`src/hw/sbi_pkg.sv`:
```
/*
 Register map, field positions, reset values and timer constants for the
 single-bit serial bus interface with its bus timer.
 Assumes one machine cycle of the bus timer per sys_clk rising edge.
*/
// Operation
// One bit per handshake, checks, stretching, timeout
// Low timer bits enforce four minimum spans
// Timer on CPU clock, four prescale preloads
// Full ten-bit timer, cleared by SCL edges
// Frame runs from start to stop
// Timer halted between frames
// Carry out after 1020-1023 quiet cycles
// Carry resets interface, releases SCL, interrupts
// Timer runs only with run bit set
// Timer interrupt enable bit 7, settable priority
// Bus interrupt enable bit 0, settable priority
// Attention with enables requests bus interrupt
// Software enables bus interrupt only sparingly
// SDA sampled into received bit at SCL rise
// Received bit in data register, zeros below
// Data read clears ready; status read not
// Attention is OR of four flags
// Ready set each SCL rise, except idle slave
// Ready cleared by clear bit or data access
// SCL held low until ready cleared
// Timer extends fast-response SCL low phase
// SDA driven low only when transmitting, SCL low; code also pulls it low with SCL high to generate a start
// SCL edge preloads eight minus span count
// Start flag not set when activating idle slave
// Writing one clears only its own flag
package sbi_pkg;
    localparam int ADDR_W = 3;
    localparam logic [2:0] ADDR_CTRL = 3'h0;
    localparam logic [2:0] ADDR_DATA = 3'h1;
    localparam logic [2:0] ADDR_CFG = 3'h2;
    localparam logic [2:0] ADDR_IEN2 = 3'h3;
    localparam logic [2:0] ADDR_IRQ_ENABLE_SECOND = 3'h4;
    localparam logic [2:0] ADDR_PRIO = 3'h5;
    // Control write bits / status read bits
    localparam int CB_CLR_XMIT = 7;
    localparam int CB_IDLE = 6;
    localparam int CB_CLR_READY = 5;
    localparam int CB_CLR_ARL = 4;
    localparam int CB_CLR_START = 3;
    localparam int CB_CLR_STOP = 2;
    localparam int CB_XMIT_START = 1;
    localparam int CB_XMIT_STOP = 0;
    localparam int SB_RXBIT = 7;
    localparam int SB_ATTN = 6;
    localparam int SB_READY = 5;
    localparam int SB_ARL = 4;
    localparam int SB_START = 3;
    localparam int SB_STOP = 2;
    localparam int SB_MASTER = 1;
    // Configuration, interrupt enable and data register bits
    localparam int FB_PRESCALE_LOW = 0;
    localparam int FB_PRESCALE_HIGH = 1;
    localparam int FB_TIMER_RUN = 4;
    localparam int FB_MASTER_REQ = 5;
    localparam int FB_SLAVE_EN = 6;
    localparam int IB_TIMER = 7;
    localparam int IB_SERIAL = 0;
    localparam int IB_GLOBAL = 7;
    localparam int DATA_BIT = 7;
    localparam logic [7:0] CFG_RESET = 8'h00;
    // Minimum span in machine cycles per prescale setting
    localparam logic [9:0] SPAN_CNT0 = 10'h005;
    localparam logic [9:0] SPAN_CNT1 = 10'h006;
    localparam logic [9:0] SPAN_CNT2 = 10'h007;
    localparam logic [9:0] SPAN_CNT3 = 10'h008;
    localparam logic [9:0] SPAN_DONE = 10'h008;
    localparam logic [9:0] TIMER_LAST = 10'h3ff;
endpackage

```
`src/hw/sbi_top.sv`:
```
/*
 Single-bit serial bus interface with bus timer: register port, SCL/SDA
 open-drain control, flags, stretching, and timeout reset.
 Assumes pin inputs synchronous to sys_clk and a 25 MHz clock.
*/
`timescale 1ns/1ns
module sbi_top (
    input wire logic sys_clk, // 25 MHz clock
    input wire logic reset_n, // Asynchronous reset
    input wire logic [sbi_pkg::ADDR_W-1:0] reg_addr, // Register index
    input wire logic [7:0] reg_wdata, // Write data
    input wire logic reg_wr, // Write strobe
    input wire logic reg_rd, // Read strobe
    output logic [7:0] reg_rdata, // Read data, cycle after strobe
    input wire logic scl_in, // SCL level
    output logic scl_oe, // Pull SCL low
    input wire logic sda_in, // SDA level
    output logic sda_oe, // Pull SDA low
    output logic serial_bus_irq, // Attention interrupt request
    output logic bus_timer_irq // Timeout interrupt pulse
);
    import sbi_pkg::*;

    logic scl_prev_reg, sda_prev_reg;
    logic rx_bit_reg, ready_reg, arl_reg, start_reg, stop_reg;
    logic master_reg, idle_reg, frame_reg, xmit_reg, xmit_bit_reg, sda_drive_reg;
    logic pend_start_reg, pend_stop_reg;
    logic [7:0] cfg_reg, ien2_reg, irq_enable_second_reg, prio_reg, rdata_reg;
    logic [9:0] timer_reg, timer_next;
    logic scl_oe_reg, sda_oe_reg, sirq_reg, tirq_reg;

    wire wr_ctrl = reg_wr && reg_addr == ADDR_CTRL;
    wire wr_data = reg_wr && reg_addr == ADDR_DATA;
    wire rd_data = reg_rd && reg_addr == ADDR_DATA;
    wire scl_rise = scl_in && !scl_prev_reg;
    wire scl_fall = !scl_in && scl_prev_reg;
    wire scl_edge = scl_rise || scl_fall;
    wire start_cond = scl_in && scl_prev_reg && sda_prev_reg && !sda_in;
    wire stop_cond = scl_in && scl_prev_reg && !sda_prev_reg && sda_in;
    wire slave_idle = idle_reg && !master_reg;
    // attention is the OR of the flags
    wire attention = ready_reg || arl_reg || start_reg || stop_reg;
    wire timer_run = cfg_reg[FB_TIMER_RUN];
    wire [1:0] prescale = {cfg_reg[FB_PRESCALE_HIGH], cfg_reg[FB_PRESCALE_LOW]};
    // four preload choices from the prescale field
    wire [9:0] span_cnt = prescale == 2'h0 ? SPAN_CNT0 : prescale == 2'h1 ? SPAN_CNT1 :
                          prescale == 2'h2 ? SPAN_CNT2 : SPAN_CNT3;
    // preload eight minus the span count
    wire [9:0] preload = SPAN_DONE - span_cnt;
    // low bits reaching eight mark the minimum span
    wire span_met = timer_reg >= SPAN_DONE;
    // carry out at the top of the ten-bit count
    wire carry = timer_run && frame_reg && timer_reg == TIMER_LAST;
    wire wr_xstart = wr_ctrl && reg_wdata[CB_XMIT_START];
    wire wr_xstop = wr_ctrl && reg_wdata[CB_XMIT_STOP];
    // ARBITRATION_LOST_FLAG: SDA seen low at SCL rise while transmitting a zero bit
    wire arl_set = xmit_reg && !sda_drive_reg && scl_rise && !sda_in;
    wire ready_set = scl_rise && !slave_idle;
    // data access or clear bit ends ready
    wire ready_clr = (wr_ctrl && reg_wdata[CB_CLR_READY]) || wr_data || rd_data;
    // no start flag for an idle slave
    wire start_set = start_cond && !slave_idle;
    wire stop_set = stop_cond && !slave_idle;
    wire master_set = cfg_reg[FB_MASTER_REQ] && !frame_reg && !master_reg;
    wire gen_start = master_reg && !frame_reg && scl_in && span_met && !sda_oe_reg;
    // Master drives SCL: low after high span, high after low span when no flags
    wire mst_scl_low = master_reg && frame_reg && scl_in && span_met
                       && !pend_start_reg && !pend_stop_reg;
    wire mst_scl_hold = master_reg && !scl_in && !span_met;
    // stretch the low phase while a flag is pending
    wire stretch = !scl_in && attention && !slave_idle;
    wire master_or_busy = master_reg || frame_reg;
    wire scl_oe_next = (stretch || mst_scl_low || mst_scl_hold ||
                        (scl_oe_reg && !scl_in && (attention || !span_met)))
                       && master_or_busy;

    always_comb begin
        timer_next = timer_reg;
        // run bit gates the timer; SCL edges reload it
        if (!timer_run) begin
            timer_next = SPAN_DONE;
        end else if (scl_edge || start_cond || stop_cond) begin
            timer_next = preload;
        end else if (frame_reg) begin
            timer_next = 10'(timer_reg + 10'h001);
        end else if (!span_met) begin
            // between frames only finish the span, then halt
            timer_next = 10'(timer_reg + 10'h001);
        end
    end

    wire [7:0] status_rd = {rx_bit_reg, attention, ready_reg, arl_reg, start_reg,
                            stop_reg, master_reg, 1'b0};
    // received bit over seven zero bits
    wire [7:0] data_rd = {rx_bit_reg, 7'h00};
    wire [7:0] rd_mux = reg_addr == ADDR_CTRL ? status_rd :
                        reg_addr == ADDR_DATA ? data_rd :
                        reg_addr == ADDR_CFG ? cfg_reg :
                        reg_addr == ADDR_IEN2 ? ien2_reg :
                        reg_addr == ADDR_IRQ_ENABLE_SECOND ? irq_enable_second_reg :
                        reg_addr == ADDR_PRIO ? prio_reg : 8'h00;

    always_ff @(posedge sys_clk or negedge reset_n) begin
        if (!reset_n) begin
            cfg_reg <= CFG_RESET;
            ien2_reg <= 8'h00;
            irq_enable_second_reg <= 8'h00;
            prio_reg <= 8'h00;
            rdata_reg <= 8'h00;
            scl_prev_reg <= 1'b1;
            sda_prev_reg <= 1'b1;
            timer_reg <= SPAN_DONE;
        end else begin
            if (reg_wr && reg_addr == ADDR_CFG) cfg_reg <= reg_wdata;
            // enable bits and priority stored here
            if (reg_wr && reg_addr == ADDR_IEN2) ien2_reg <= reg_wdata;
            if (reg_wr && reg_addr == ADDR_IRQ_ENABLE_SECOND) irq_enable_second_reg <= reg_wdata;
            if (reg_wr && reg_addr == ADDR_PRIO) prio_reg <= reg_wdata;
            rdata_reg <= reg_rd ? rd_mux : 8'h00;
            scl_prev_reg <= scl_in;
            sda_prev_reg <= sda_in;
            timer_reg <= timer_next;
        end
    end

    // bit handshake state; a timer carry returns it to reset values except rx_bit_reg, xmit_bit_reg and sda_drive_reg
    always_ff @(posedge sys_clk or negedge reset_n) begin
        if (!reset_n) begin
            rx_bit_reg <= 1'b0;
            ready_reg <= 1'b0;
            arl_reg <= 1'b0;
            start_reg <= 1'b0;
            stop_reg <= 1'b0;
            master_reg <= 1'b0;
            idle_reg <= 1'b1;
            frame_reg <= 1'b0;
            xmit_reg <= 1'b0;
            xmit_bit_reg <= 1'b1;
            sda_drive_reg <= 1'b1;
            pend_start_reg <= 1'b0;
            pend_stop_reg <= 1'b0;
            scl_oe_reg <= 1'b0;
            sda_oe_reg <= 1'b0;
        end else if (carry) begin
            // timeout resets the interface and releases SCL
            ready_reg <= 1'b0;
            arl_reg <= 1'b0;
            start_reg <= 1'b0;
            stop_reg <= 1'b0;
            master_reg <= 1'b0;
            idle_reg <= 1'b1;
            frame_reg <= 1'b0;
            xmit_reg <= 1'b0;
            pend_start_reg <= 1'b0;
            pend_stop_reg <= 1'b0;
            scl_oe_reg <= 1'b0;
            sda_oe_reg <= 1'b0;
        end else begin
            // sample SDA at each SCL rise
            if (scl_rise) rx_bit_reg <= sda_in;
            // set wins over clear
            ready_reg <= ready_set || (ready_reg && !ready_clr);
            arl_reg <= arl_set || (arl_reg && !(wr_ctrl && reg_wdata[CB_CLR_ARL]));
            start_reg <= start_set || (start_reg && !(wr_ctrl && reg_wdata[CB_CLR_START]));
            stop_reg <= stop_set || (stop_reg && !(wr_ctrl && reg_wdata[CB_CLR_STOP]));
            // frame from start to stop
            if (start_cond) begin
                frame_reg <= 1'b1;
                idle_reg <= 1'b0;
            end else if (stop_cond) begin
                frame_reg <= 1'b0;
            end
            if (wr_ctrl && reg_wdata[CB_IDLE]) idle_reg <= 1'b1;
            if (arl_set || (stop_cond && !cfg_reg[FB_MASTER_REQ])) begin
                master_reg <= 1'b0;
            end else if (master_set) begin
                master_reg <= 1'b1;
            end
            // Transmit active and the bit to send
            if (arl_set || rd_data || (wr_ctrl && reg_wdata[CB_CLR_XMIT])) begin
                xmit_reg <= 1'b0;
            end else if (wr_data || wr_xstart || wr_xstop) begin
                xmit_reg <= 1'b1;
            end
            if (wr_xstart) begin
                xmit_bit_reg <= 1'b1;
            end else if (wr_xstop) begin
                xmit_bit_reg <= 1'b0;
            end else if (wr_data) begin
                xmit_bit_reg <= reg_wdata[DATA_BIT];
            end
            if (wr_xstart) pend_start_reg <= 1'b1;
            if (wr_xstop) pend_stop_reg <= 1'b1;
            // transmit bit reaches SDA only while SCL is low
            if (!scl_in) sda_drive_reg <= xmit_bit_reg;
            // SCL edges wait for the span to elapse
            scl_oe_reg <= scl_oe_next;
            if (!xmit_reg && !gen_start) begin
                sda_oe_reg <= 1'b0;
            end else if (gen_start) begin
                sda_oe_reg <= 1'b1;
            end else if (!scl_in) begin
                sda_oe_reg <= !sda_drive_reg;
            end else if (pend_start_reg && span_met) begin
                sda_oe_reg <= 1'b1;
                pend_start_reg <= 1'b0;
            end else if (pend_stop_reg && span_met) begin
                sda_oe_reg <= 1'b0;
                pend_stop_reg <= 1'b0;
            end
        end
    end

    always_ff @(posedge sys_clk or negedge reset_n) begin
        if (!reset_n) begin
            sirq_reg <= 1'b0;
            tirq_reg <= 1'b0;
        end else begin
            // attention with both enables
            sirq_reg <= attention && irq_enable_second_reg[IB_GLOBAL] && ien2_reg[IB_SERIAL];
            // timeout interrupt when enabled
            tirq_reg <= carry && irq_enable_second_reg[IB_GLOBAL] && ien2_reg[IB_TIMER];
        end
    end

    assign reg_rdata = rdata_reg;
    assign scl_oe = scl_oe_reg;
    assign sda_oe = sda_oe_reg;
    assign serial_bus_irq = sirq_reg;
    assign bus_timer_irq = tirq_reg;

    property p_rise_samples;
        @(posedge sys_clk) disable iff (!reset_n)
        scl_rise && !carry |=> rx_bit_reg == $past(sda_in);
    endproperty
    a_rise_samples: assert property (p_rise_samples) else $error("rx bit not sampled");
    property p_ready_set;
        @(posedge sys_clk) disable iff (!reset_n)
        scl_rise && !slave_idle && !carry |=> ready_reg;
    endproperty
    a_ready_set: assert property (p_ready_set) else $error("ready not set");
    property p_data_read_clears;
        @(posedge sys_clk) disable iff (!reset_n)
        rd_data && !scl_rise |=> !ready_reg;
    endproperty
    a_data_read_clears: assert property (p_data_read_clears) else $error("ready kept");
    property p_attention_or;
        @(posedge sys_clk) disable iff (!reset_n)
        reg_rd && reg_addr == ADDR_CTRL |=>
            reg_rdata[SB_ATTN] == (reg_rdata[SB_READY] || reg_rdata[SB_ARL] ||
                                   reg_rdata[SB_START] || reg_rdata[SB_STOP]);
    endproperty
    a_attention_or: assert property (p_attention_or) else $error("attention wrong");
    property p_data_zeros;
        @(posedge sys_clk) disable iff (!reset_n)
        reg_rd && reg_addr == ADDR_DATA |=> reg_rdata[6:0] == 7'h00;
    endproperty
    a_data_zeros: assert property (p_data_zeros) else $error("data low bits set");
    property p_carry_resets;
        @(posedge sys_clk) disable iff (!reset_n)
        carry |=> !scl_oe && !frame_reg && !ready_reg;
    endproperty
    a_carry_resets: assert property (p_carry_resets) else $error("no timeout reset");
    property p_timer_halt;
        @(posedge sys_clk) disable iff (!reset_n)
        !frame_reg && span_met && !scl_edge && !start_cond && !stop_cond
            |=> $stable(timer_reg);
    endproperty
    a_timer_halt: assert property (p_timer_halt) else $error("timer ran idle");
    property p_edge_preload;
        @(posedge sys_clk) disable iff (!reset_n)
        timer_run && scl_fall |=> timer_reg == $past(preload);
    endproperty
    a_edge_preload: assert property (p_edge_preload) else $error("no preload");
    property p_stretch;
        @(posedge sys_clk) disable iff (!reset_n)
        stretch && frame_reg && !carry |=> scl_oe;
    endproperty
    a_stretch: assert property (p_stretch) else $error("scl not stretched");
    property p_sda_needs_xmit;
        @(posedge sys_clk) disable iff (!reset_n)
        sda_oe && !frame_reg |-> master_reg || xmit_reg || $past(xmit_reg);
    endproperty
    a_sda_needs_xmit: assert property (p_sda_needs_xmit) else $error("sda driven");
    c_timeout: cover property (@(posedge sys_clk) carry);
    c_ready: cover property (@(posedge sys_clk) ready_set ##[1:20] ready_clr);
    c_frame: cover property (@(posedge sys_clk) start_cond ##[1:200] stop_cond);
    c_stretch: cover property (@(posedge sys_clk) stretch && frame_reg);
    c_stop_flag: cover property (@(posedge sys_clk) stop_set);

    property p_stat_keep;
        @(posedge sys_clk) disable iff (!reset_n)
        reg_rd && reg_addr == ADDR_CTRL && ready_reg && !carry |=> ready_reg;
    endproperty
    a_stat_keep: assert property (p_stat_keep) else $error("status read cleared ready");

    property p_clr_ready;
        @(posedge sys_clk) disable iff (!reset_n)
        wr_ctrl && reg_wdata[CB_CLR_READY] && !scl_rise |=> !ready_reg;
    endproperty
    a_clr_ready: assert property (p_clr_ready) else $error("clear bit kept ready");

    property p_keep_start;
        @(posedge sys_clk) disable iff (!reset_n)
        wr_ctrl && !reg_wdata[CB_CLR_START] && start_reg && !carry |=> start_reg;
    endproperty
    a_keep_start: assert property (p_keep_start) else $error("start flag lost");

    property p_keep_stop;
        @(posedge sys_clk) disable iff (!reset_n)
        wr_ctrl && !reg_wdata[CB_CLR_STOP] && stop_reg && !carry |=> stop_reg;
    endproperty
    a_keep_stop: assert property (p_keep_stop) else $error("stop flag lost");

    property p_idle_start;
        @(posedge sys_clk) disable iff (!reset_n)
        start_cond && slave_idle && !start_reg |=> !start_reg;
    endproperty
    a_idle_start: assert property (p_idle_start) else $error("idle slave start flag");

    property p_idle_ready;
        @(posedge sys_clk) disable iff (!reset_n)
        scl_rise && slave_idle && !ready_reg |=> !ready_reg;
    endproperty
    a_idle_ready: assert property (p_idle_ready) else $error("idle slave ready");

    property p_irq_req;
        @(posedge sys_clk) disable iff (!reset_n)
        attention && irq_enable_second_reg[IB_GLOBAL] && ien2_reg[IB_SERIAL] |=> serial_bus_irq;
    endproperty
    a_irq_req: assert property (p_irq_req) else $error("no bus interrupt");

    property p_tirq_req;
        @(posedge sys_clk) disable iff (!reset_n)
        carry && irq_enable_second_reg[IB_GLOBAL] && ien2_reg[IB_TIMER] |=> bus_timer_irq;
    endproperty
    a_tirq_req: assert property (p_tirq_req) else $error("no timer interrupt");

    property p_run_gate;
        @(posedge sys_clk) disable iff (!reset_n)
        !timer_run |=> !bus_timer_irq;
    endproperty
    a_run_gate: assert property (p_run_gate) else $error("timer fired while stopped");

    property p_frame_on;
        @(posedge sys_clk) disable iff (!reset_n)
        start_cond && !carry |=> frame_reg;
    endproperty
    a_frame_on: assert property (p_frame_on) else $error("frame not opened");

    property p_frame_off;
        @(posedge sys_clk) disable iff (!reset_n)
        stop_cond && !carry |=> !frame_reg;
    endproperty
    a_frame_off: assert property (p_frame_off) else $error("frame not closed");

    property p_arl_xmit;
        @(posedge sys_clk) disable iff (!reset_n)
        arl_set && !carry |=> arl_reg && !xmit_reg;
    endproperty
    a_arl_xmit: assert property (p_arl_xmit) else $error("arbitration loss missed");

    property p_rise_load;
        @(posedge sys_clk) disable iff (!reset_n)
        timer_run && scl_rise |=> timer_reg == $past(preload);
    endproperty
    a_rise_load: assert property (p_rise_load) else $error("no preload at rise");

    property p_low_hold;
        @(posedge sys_clk) disable iff (!reset_n)
        scl_oe && !scl_in && !span_met && frame_reg && !carry |=> scl_oe;
    endproperty
    a_low_hold: assert property (p_low_hold) else $error("low span cut short");

    property p_release;
        @(posedge sys_clk) disable iff (!reset_n)
        !scl_in && !attention && span_met && !master_reg && !carry |=> !scl_oe;
    endproperty
    a_release: assert property (p_release) else $error("scl not released");
endmodule

```
`config.mk`:
```
export PLATFORM = sky130hd
export DESIGN_NAME = sbi_top
export DESIGN_NICKNAME = d
export VERILOG_FILES = /design/src/hw/sbi_pkg.sv /design/src/hw/sbi_top.sv
export SDC_FILE = /design/constraint.sdc
export NUM_CORES = 1
export LEC_CHECK = 0
export BUFFER_PORTS_ARGS = -buffer_cell sky130_fd_sc_hd__buf_2
export CAP_MARGIN = 40
export CORE_UTILIZATION = 59
export DETAILED_ROUTE_END_ITERATION = 10
export HOLD_SLACK_MARGIN = 0.08
export PLACE_DENSITY_LB_ADDON = 0.08
export SYNTH_ARGS = -nofsm -noshare
export SYNTH_HDL_FRONTEND = slang
export SYNTH_SLANG_ARGS = --single-unit
```
`constraint.sdc`:
```
create_clock -name sys_clk -period 2 [get_ports sys_clk]
set_input_delay 0.5 -clock sys_clk [delete_from_list [all_inputs] [get_ports sys_clk]]
set_output_delay 0.5 -clock sys_clk [all_outputs]
set_load 0.01 [all_outputs]
```
==> results.toml, run 1 <==
[critical_path]
critPathSlowestCell = "or4_1"
cp_slowest_stage_delay_ns = 0.54
crit_path_start_kind = "flip-flop"
required_ns = 2.25
worst_setup_path_end_kind = "flip-flop"
regToRegEndpoint = "timer_reg[7]$_DFFE_PN0P_"
startpoint = "timer_reg[4]$_DFFE_PN0P_"
crit_type = "flip-flop to flip-flop"
worst-r2r-cell-count = 4
reg2reg_slack_ns = 0.16
crit_chain = "nor4_2, a21oi_2, or4_1, a31oi_1"
crit_arrival_ns = 2.09
crit_fanout = 7
reg2reg_from = "timer_reg[4]$_DFFE_PN0P_"

[logic_synthesis]
synthTopCellsByArea = "dfrtp_1 (46%), mux2_2 (12%), dfstp_2 (4.6%), ha_1 (3.3%), mux2i_1 (3.2%)"
post-synth-top-area-fraction_pct = 45.85
ys_ff_latch = 69
syn-instance-count = 299
avgSynthCellArea_um2 = 11.50
yosysTopAreaCell = "dfrtp_1"
synth_edf_count = 0
yosys_warnings = 0
ys_seq_area_share_pct = 50.44
synth_nets = 325
yosysUniqueCellTypes = 52
syn_area_mm2 = 0.003438
synth_async_sr_flop_share_pct = 100.0
synth-main-ff-cell = "dfrtp_1"

[drt]
routedWlPerCell_um = 18.15
vias_per_cell = 6.059
drtIter0Drc = 216
ant_nets = 0
wirelength_um = 7732
drt_drc_violations_left = 0
via_count = 2581
first_pass_iters = 5

[pwr]
leakagePower_uw = 0.001834
finalPower_uw = 4297
ir_drop_v = 0.0007324
p_per_area_mw_per_mm2 = 1056

[clock_network]
clock_path_buffers = 2
numCtsBuffers = 9
cts.sinks = 69
cts_setup_buffers = 0
ctsRootBufferMaster = "clkbuf_8"
clock_latency_ns = 0.34
cts_resized = 0
htreeDepth = 3
cts_tree = "built"
cts.reportedPaths.clkPinSlew_ns = 0.08
hold_buffers = 0

[sta]
period_needed_ns = 1.844
worst_clock_skew_ns = 0.007158
whs_ns = 0.09160
setup-tns-final_ns = 0
timing.fmax_mhz = 542.2
maxSlewViolCount = 0
fin_crit_sh_pct = 92.21
relSlewSlack_pct = 60.11
rsz0062_at_grt = "false"
finalSetupViolCount = 0
worst_pin_slew_ns = 0.5909
fin_ws_ns = 0.1557
final_hold_viol_count = 0

[cells_and_area]
fillerInstances = 390
layout_commonest_cell = "dfrtp_1"
largest_reg_flops = 10
nNetsFinal = 375
layout_common_cells = "dfrtp_1 (63), mux2_2 (38), buf_2 (28), buf_4 (23), nand2_1 (14)"
synthToLayoutAreaGrowth_pct = 18.34
drive_gt1_share_pct = 33.05
antennaDiodeCount = 0

[floorplan]
die_w_um = 78.34
rows = 27
die_area_mm2 = 0.006137
initial_utilization_pct = 61.68
fp.dieH_um = 78.34
core-area_mm2 = 0.005574
io_pins = 29

[min_path]
hold_class = "primary input to async pin"

[grt]
grtUsageTotal_pct = 27.20
antenna_found_initial = 0
grt_max_degree = 31
grt_pass1_wl_um = 12500
grt_pass1_vias = 2456
gr-total-overflow = 0

[job]
cap_violations = 0

[place]
pre_cts_ws_ns = 0.07575
globalplace.congestion = 0.8931
io_buffers = 28
hpwl_um = 5443

[run_status]
outcome = "finished, final reports clean"
==> routing by layer <==
metal  part of all wire [%]  global-route usage [%]
met5                      0                       0
met4                    1.8                   10.37
met3                    5.2                   5.233
met2                     46                   40.96
met1                     47                   39.04
==> worst max path at each step <==
stage	end
2_1_floorplan	cfg_reg[2]$_DFFE_PN0P_
3_3_place_gp	timer_reg[7]$_DFFE_PN0P_
3_5_place_dp	timer_reg[7]$_DFFE_PN0P_
5_1_grt	timer_reg[7]$_DFFE_PN0P_
4_1_cts	timer_reg[7]$_DFFE_PN0P_
6_report	timer_reg[7]$_DFFE_PN0P_
==> critical path: cells and delay by family, from the launching register on <==
| family | cells | cell delay [ns] |
|---|---|---|
| flops | 1 | 0.46 |
| compound gates | 2 | 0.39 |
| simple gates | 2 | 0.91 |
==> Yosys cell counts, types with 5 or more instances <==
cell	number
o22ai_1	8
clkbuf_1	7
o21ai_0	13
a21oi_1	10
and2_1	7
a211oi_1	5
nand3_1	6
mux2_2	38
nand2b_1	5
inv_1	12
ha_1	9
dfrtp_1	63
buf_2	5
nand2_1	14
dfstp_2	6
mux2i_1	11
nor2_1	12
a22oi_1	9
==> final cells by class <==
type	instances	area [µm²]	area share, %
well taps	72	90.09	2.214
clock inverters	4	120.1	2.952
multi-input cells	204	1592	39.11
clock buffers	12	135.1	3.321
flip-flops and latches	69	1734	42.62
repair buffers	53	352.8	8.672
inverters	12	45.04	1.107
==> report_power, final <==
group	internal, µW	leakage (µW)	switching, µW
clock	957	0.000125	526
sequential	1690	0.000841	236
combinational	454	0.000868	431
==> cell families (layout without fill, tap and decap cells) <==
family          count (synthesis)  in the layout  synth area share, %
compound gates                 67             67                12.77
xor+xnor                        6              6                1.529
fa+ha+maj                       9              9                3.275
buf+inv                        26             81                3.275
flops                          69             69                50.44
mux                            49             49                15.65
simple gates                   73             73                13.06
==> through the flow <==
step | area [µm²] | std cells | util, %
floorplan | 3438 | 299 | -
global placement | 3814 | 410 | 68.42
detailed placement | 3814 | 410 | 68.42
CTS | 4069 | 426 | 73.00
global route | 4069 | 426 | 73.00
finish | 4069 | 426 | 73.00
Power figures use the tool's default switching activity.
==> run 2: changes to the inputs <==
- CORE_UTILIZATION: 59 -> 55
- PLACE_DENSITY: not set -> 0.71
- PLACE_DENSITY_LB_ADDON: 0.08 -> not set
==> run 2 against run 1 <==
Cell count increased by 0.70%. Global-route usage decreased by 1.3 points. Worst setup slack got worse by 0.032 ns. Sequential share of layout area increased by 0.41 points. Worst hold slack improved by 0.069 ns. Utilization decreased by 5.7 points. Critical endpoint is now timer_reg[5]$_DFFE_PN0P_. Largest power group unchanged. Highest routed layer unchanged.
==> results.toml, run 2 (synthesis results as in run 1) <==
[min_path]
hold_class = "primary input to async pin"

[grt]
gr-total-overflow = 0
grt_pass1_vias = 2478
grt_pass1_wl_um = 12370
grt_max_degree = 70
antenna_found_initial = 0
grtUsageTotal_pct = 25.85

[critical_path]
reg2reg_from = "scl_prev_reg$_DFF_PN1_"
crit_path_start_kind = "flip-flop"
worst_setup_path_end_kind = "flip-flop"
required_ns = 2.20
startpoint = "scl_prev_reg$_DFF_PN1_"
crit_arrival_ns = 2.08
crit_fanout = 9
crit_type = "flip-flop to flip-flop"

[sta]
maxSlewViolCount = 0
final_hold_viol_count = 0
rsz0062_at_grt = "false"
period_needed_ns = 1.876
relSlewSlack_pct = 58.67
fin_crit_sh_pct = 93.81
timing.fmax_mhz = 533.0
finalSetupViolCount = 0
worst_clock_skew_ns = 0.007217
setup-tns-final_ns = 0
worst_pin_slew_ns = 0.6134

[pwr]
seq_power_share_pct = 46.9
p_sw_share_pct = 28.77
comb_power_share_pct = 21.7
p_clk_share_pct = 31.4
leakagePower_uw = 0.001821
p_int_uw = 2916
ir_drop_v = 0.0006243
p_per_area_mw_per_mm2 = 1016
p_switching_uw = 1178

[place]
post-place-cells = 413
hpwl_um = 5316
io_buffers = 28
globalplace.congestion = 0.8047

[clock_network]
cts.sinks = 69
cts_tree = "built"
htreeDepth = 3
cts.reportedPaths.clkPinSlew_ns = 0.07
clock_latency_ns = 0.35
numCtsBuffers = 9
cts_setup_buffers = 0
hold_buffers = 0
ctsRootBufferMaster = "clkbuf_8"
clock_path_buffers = 2
cts_resized = 0

[floorplan]
rows = 28
die_w_um = 81.07
io_pins = 29
core-area_mm2 = 0.005991
initial_utilization_pct = 57.39
fp.dieH_um = 81.07
die_area_mm2 = 0.006572

[cells_and_area]
synthToLayoutAreaGrowth_pct = 17.21
final_util_pct = 67.27
antennaDiodeCount = 0
largest_reg_flops = 10
final_cell_count_no_fill = 429
layout_commonest_cell = "dfrtp_1"
nNetsFinal = 375
drive_gt1_share_pct = 33.62
layout_common_cells = "dfrtp_1 (63), mux2_2 (38), buf_2 (28), buf_4 (24), nand2_1 (14)"

[drt]
routedWlPerCell_um = 17.88
first_pass_iters = 4
vias_per_cell = 5.935
drt_drc_violations_left = 0
drtIter0Drc = 149
ant_nets = 0
wirelength_um = 7670
via_count = 2546

[job]
cap_violations = 0

[run_status]
outcome = "finished, final reports clean"
## run 2: final timing paths
path	slack, ns	cells past startpoint	to
setup reg to reg	0.12	6	timer_reg[5]$_DFFE_PN0P_
max in group asynchronous	1.51	2	timer_reg[3]$_DFFE_PN1P_
hold reg to reg	0.50	1	prio_reg[6]$_DFFE_PN0P_
hold / removal	0.16	2	frame_reg$_DFFE_PN0P_
min in group sys_clk	0.30	1	sda_prev_reg$_DFF_PN1_
setup / recovery	0.12	6	timer_reg[5]$_DFFE_PN0P_
## run 2: cell type report
class,instances,area (µm²)
clock buffer,12,155.1
clock inverter,4,70.07
fill,455,1961
inverter,12,45.04
multi-input combinational,204,1592
sequential,69,1734
tap,75,93.84
timing repair buffer,53,340.3
## run 2: through the flow
step                      instance area (µm²)  hold WS, ns  total power (µW)  setup WS, ns
final                                    4030       0.1603              4094        0.1238
after global routing                     4030       0.1836              4314      0.004738
after floorplan                          3438       0.2044              2501        0.1645
after detailed placement                 3805       0.4876              2832       0.04289
after global placement                   3805       0.4803              2792       0.08206
after CTS                                4030       0.1779              4117        0.1598
## run 2: metal layers
metal / global-route usage, % / part of all wire (%)
met1: 34.88 / 46
met2: 41.01 / 48
met3: 5.730 / 4.3
met4: 8.929 / 1.8
met5: 0 / 0
## run 2: power groups by stage
stage	Sequential, µW	Combinational, µW	Clock (µW)
floorplan	1880	617	0
global placement	1930	864	0
detailed placement	1940	895	0
CTS	1910	900	1300
global route	1960	993	1360
finish	1920	889	1290
## run 2: critical path: stages (launching register included)
cell and delay [ns]:
dfstp_2 0.53, inv_1 0.04, ha_1 0.25, a21boi_0 0.13, buf_4 0.18, o21ai_0 0.50, a31oi_1 0.10
==> run 3: changes to the inputs <==
- ABC_AREA: not set -> 1
- SKIP_CTS_REPAIR_TIMING: not set -> 1
==> run 3 against run 2 <==
Critical endpoint is now ready_reg$_DFF_PN0_. Power is 6.8% lower. Combinational power is 7.9% lower. Largest cell class unchanged. Clock skew is 0.0019 ns lower. Worst hold slack worse by 0.056 ns. Flip-flop and latch count stayed put. Via count is 21% higher.
==> results.toml, run 3 <==
[run_status]
outcome = "finished, final reports clean"

[critical_path]
crit_arrival_ns = 1.92
cp_slowest_stage_delay_ns = 0.45
worst-path-buf-inv = 1
crit_fanout = 9
required_ns = 2.23
crit_type = "flip-flop to flip-flop"
crit_path_start_kind = "flip-flop"
critical_path.top_delay_family = "simple AND/OR/NAND/NOR gates"
critPathSlowestCell = "dfrtp_1"
worst_setup_path_end_kind = "flip-flop"
crit_chain = "ha_1, nand2_1, nor2_2, nand3_1, nand3b_4, inv_1, a21oi_1"

[drt]
first_pass_iters = 5
drt_drc_violations_left = 0
ant_nets = 0
wirelength_um = 8125
routedWlPerCell_um = 14.46
drtIter0Drc = 173
vias_per_cell = 5.477
via_count = 3078

[pwr]
leakagePower_uw = 0.002078
ir_drop_v = 0.0006459
p_per_area_mw_per_mm2 = 959.5

[grt]
grt_pass1_wl_um = 13410
grt_max_degree = 35
antenna_found_initial = 0
gr-total-overflow = 0
grt_pass1_vias = 2795
grtUsageTotal_pct = 27.17

[cells_and_area]
design_area_mm2 = 0.003976
multi_input_area_mm2 = 0.001594
drive_gt1_share_pct = 15.61
layout_commonest_cell = "nand2_1"
synthToLayoutAreaGrowth_pct = 12.06
antennaDiodeCount = 0
largest_reg_flops = 10
fillerInstances = 555
seq_area_mm2 = 0.001734
layout_common_cells = "nand2_1 (141), dfrtp_1 (63), inv_1 (43), o21ai_1 (38), nand3_1 (31)"
nNetsFinal = 508

[logic_synthesis]
synth-main-ff-cell = "dfrtp_1"
synth_edf_count = 0
synth_async_sr_flop_share_pct = 100.0
synth-simple-area-share_pct = 28.53
ys_ff_latch = 69
syn_area_mm2 = 0.003548
synth_nets = 472
synth_top_family_by_area = "simple AND/OR/NAND/NOR gates"
post-synth-top-area-fraction_pct = 44.43
synthTopCellsByArea = "dfrtp_1 (44%), nand2_1 (15%), o21ai_1 (5.4%), inv_1 (4.5%), dfstp_2 (4.4%)"
synth-adder-area-share_pct = 3.173
yosysTopAreaCell = "dfrtp_1"
syn-instance-count = 446
avgSynthCellArea_um2 = 7.956
ys_seq_area_share_pct = 48.87
yosys_warnings = 0
synth_most_common_cell = "nand2_1"
synth_common_cells = "nand2_1 (141), dfrtp_1 (63), inv_1 (43), o21ai_1 (38), nand3_1 (31)"
synth_mux_area_share_pct = 0
synthXorXnorAreaFrac_pct = 0.7405
yosysUniqueCellTypes = 35
synth-compound-area-share_pct = 12.48

[sta]
timing.fmax_mhz = 591.9
worst_clock_skew_ns = 0.005311
period_needed_ns = 1.689
maxSlewViolCount = 0
relSlewSlack_pct = 66.38
worst_pin_slew_ns = 0.5031
setup-tns-final_ns = 0
finalSetupViolCount = 0
fin_crit_sh_pct = 84.47
rsz0062_at_grt = "false"
final_hold_viol_count = 0

[place]
placed_cell_area_mm2 = 0.003786
globalplace.congestion = 0.8441
io_buffers = 28
hpwl_um = 5985

[clock_network]
ctsRootBufferMaster = "clkbuf_8"
htreeDepth = 3
numCtsBuffers = 9
cts.reportedPaths.clkPinSlew_ns = 0.07
clock_path_buffers = 2
cts_tree = "built"
clock_latency_ns = 0.35
cts.sinks = 69

[floorplan]
io_pins = 29
core-area_mm2 = 0.006061
fp.dieH_um = 82.32
rows = 28
die_area_mm2 = 0.006777
initial_utilization_pct = 58.55
die_w_um = 82.32

[job]
cap_violations = 0

[min_path]
hold_class = "primary input to async pin"
-- run 3: layout make-up --
cell class	count	area share (%)
repair buffers	32	4.594
multi-input cells	322	40.09
clock buffers	9	3.115
clock inverters	7	1.668
well taps	75	2.360
flip-flops and latches	69	43.61
inverters	48	4.563
-- run 3: final timing paths --
| path | startpoint | end | slack (ns) | cells after the start |
|---|---|---|---|---|
| max | timer_reg[0]$_DFFE_PN0P_ | ready_reg$_DFF_PN0_ | 0.31 | 7 |
| min | reset_n | irq_enable_second_reg[3]$_DFFE_PN0P_ | 0.10 | 1 |
| max reg2reg | timer_reg[0]$_DFFE_PN0P_ | ready_reg$_DFF_PN0_ | 0.31 | 7 |
| min reg2reg | xmit_bit_reg$_DFFE_PN1P_ | xmit_bit_reg$_DFFE_PN1P_ | 0.47 | 2 |
| max in group asynchronous | reset_n | timer_reg[3]$_DFFE_PN1P_ | 1.23 | 2 |
| min in group sys_clk | sda_in | sda_prev_reg$_DFF_PN1_ | 0.28 | 1 |
-- run 3: report_power, final --
part           leakage, µW  internal (µW)  switching (µW)
sequential        0.000869           1680             223
combinational      0.00111            313             506
clock            0.0000987            568             530
total              0.00208           2560            1260
-- run 3: cell families after synthesis --
group                      Yosys count
and+or+nand+nor                    228
AOI/OAI and AO/OA                   82
DFF                                 69
buffers and inverters               55
adders and majority gates            9
xor gates and xnor gates             3
-- run 3: per-layer routing --
metal	GRT usage, %	vias up	share of wire [%]
li1	-	1528	-
met1	39.67	1446	48
met2	40.33	85	45
met3	4.286	19	5.1
met4	10.70	0	2.1
met5	0	-	0
-- run 3: worst register-to-register path: stages, from the launching register on --
cell,delay [ns]
dfrtp_1,0.45
ha_1,0.21
nand2_1,0.11
nor2_2,0.21
nand3_1,0.14
nand3b_4,0.25
inv_1,0.15
a21oi_1,0.05
-- run 3: per-stage QoR --
stage | hold WS (ns) | power (µW) | util, % | cells | setup slack (ns)
2_1_floorplan | 0.2044 | 2452 | - | 446 | 0.4471
4_1_cts | 0.1198 | 3828 | 65.61 | 562 | 0.3049
5_1_grt | 0.1411 | 4047 | 65.61 | 562 | 0.1659
3_5_place_dp | 0.4570 | 2737 | 62.47 | 546 | 0.1454
3_3_place_gp | 0.4540 | 2700 | 62.47 | 546 | 0.2064
6_report | 0.1046 | 3815 | 65.61 | 562 | 0.3105
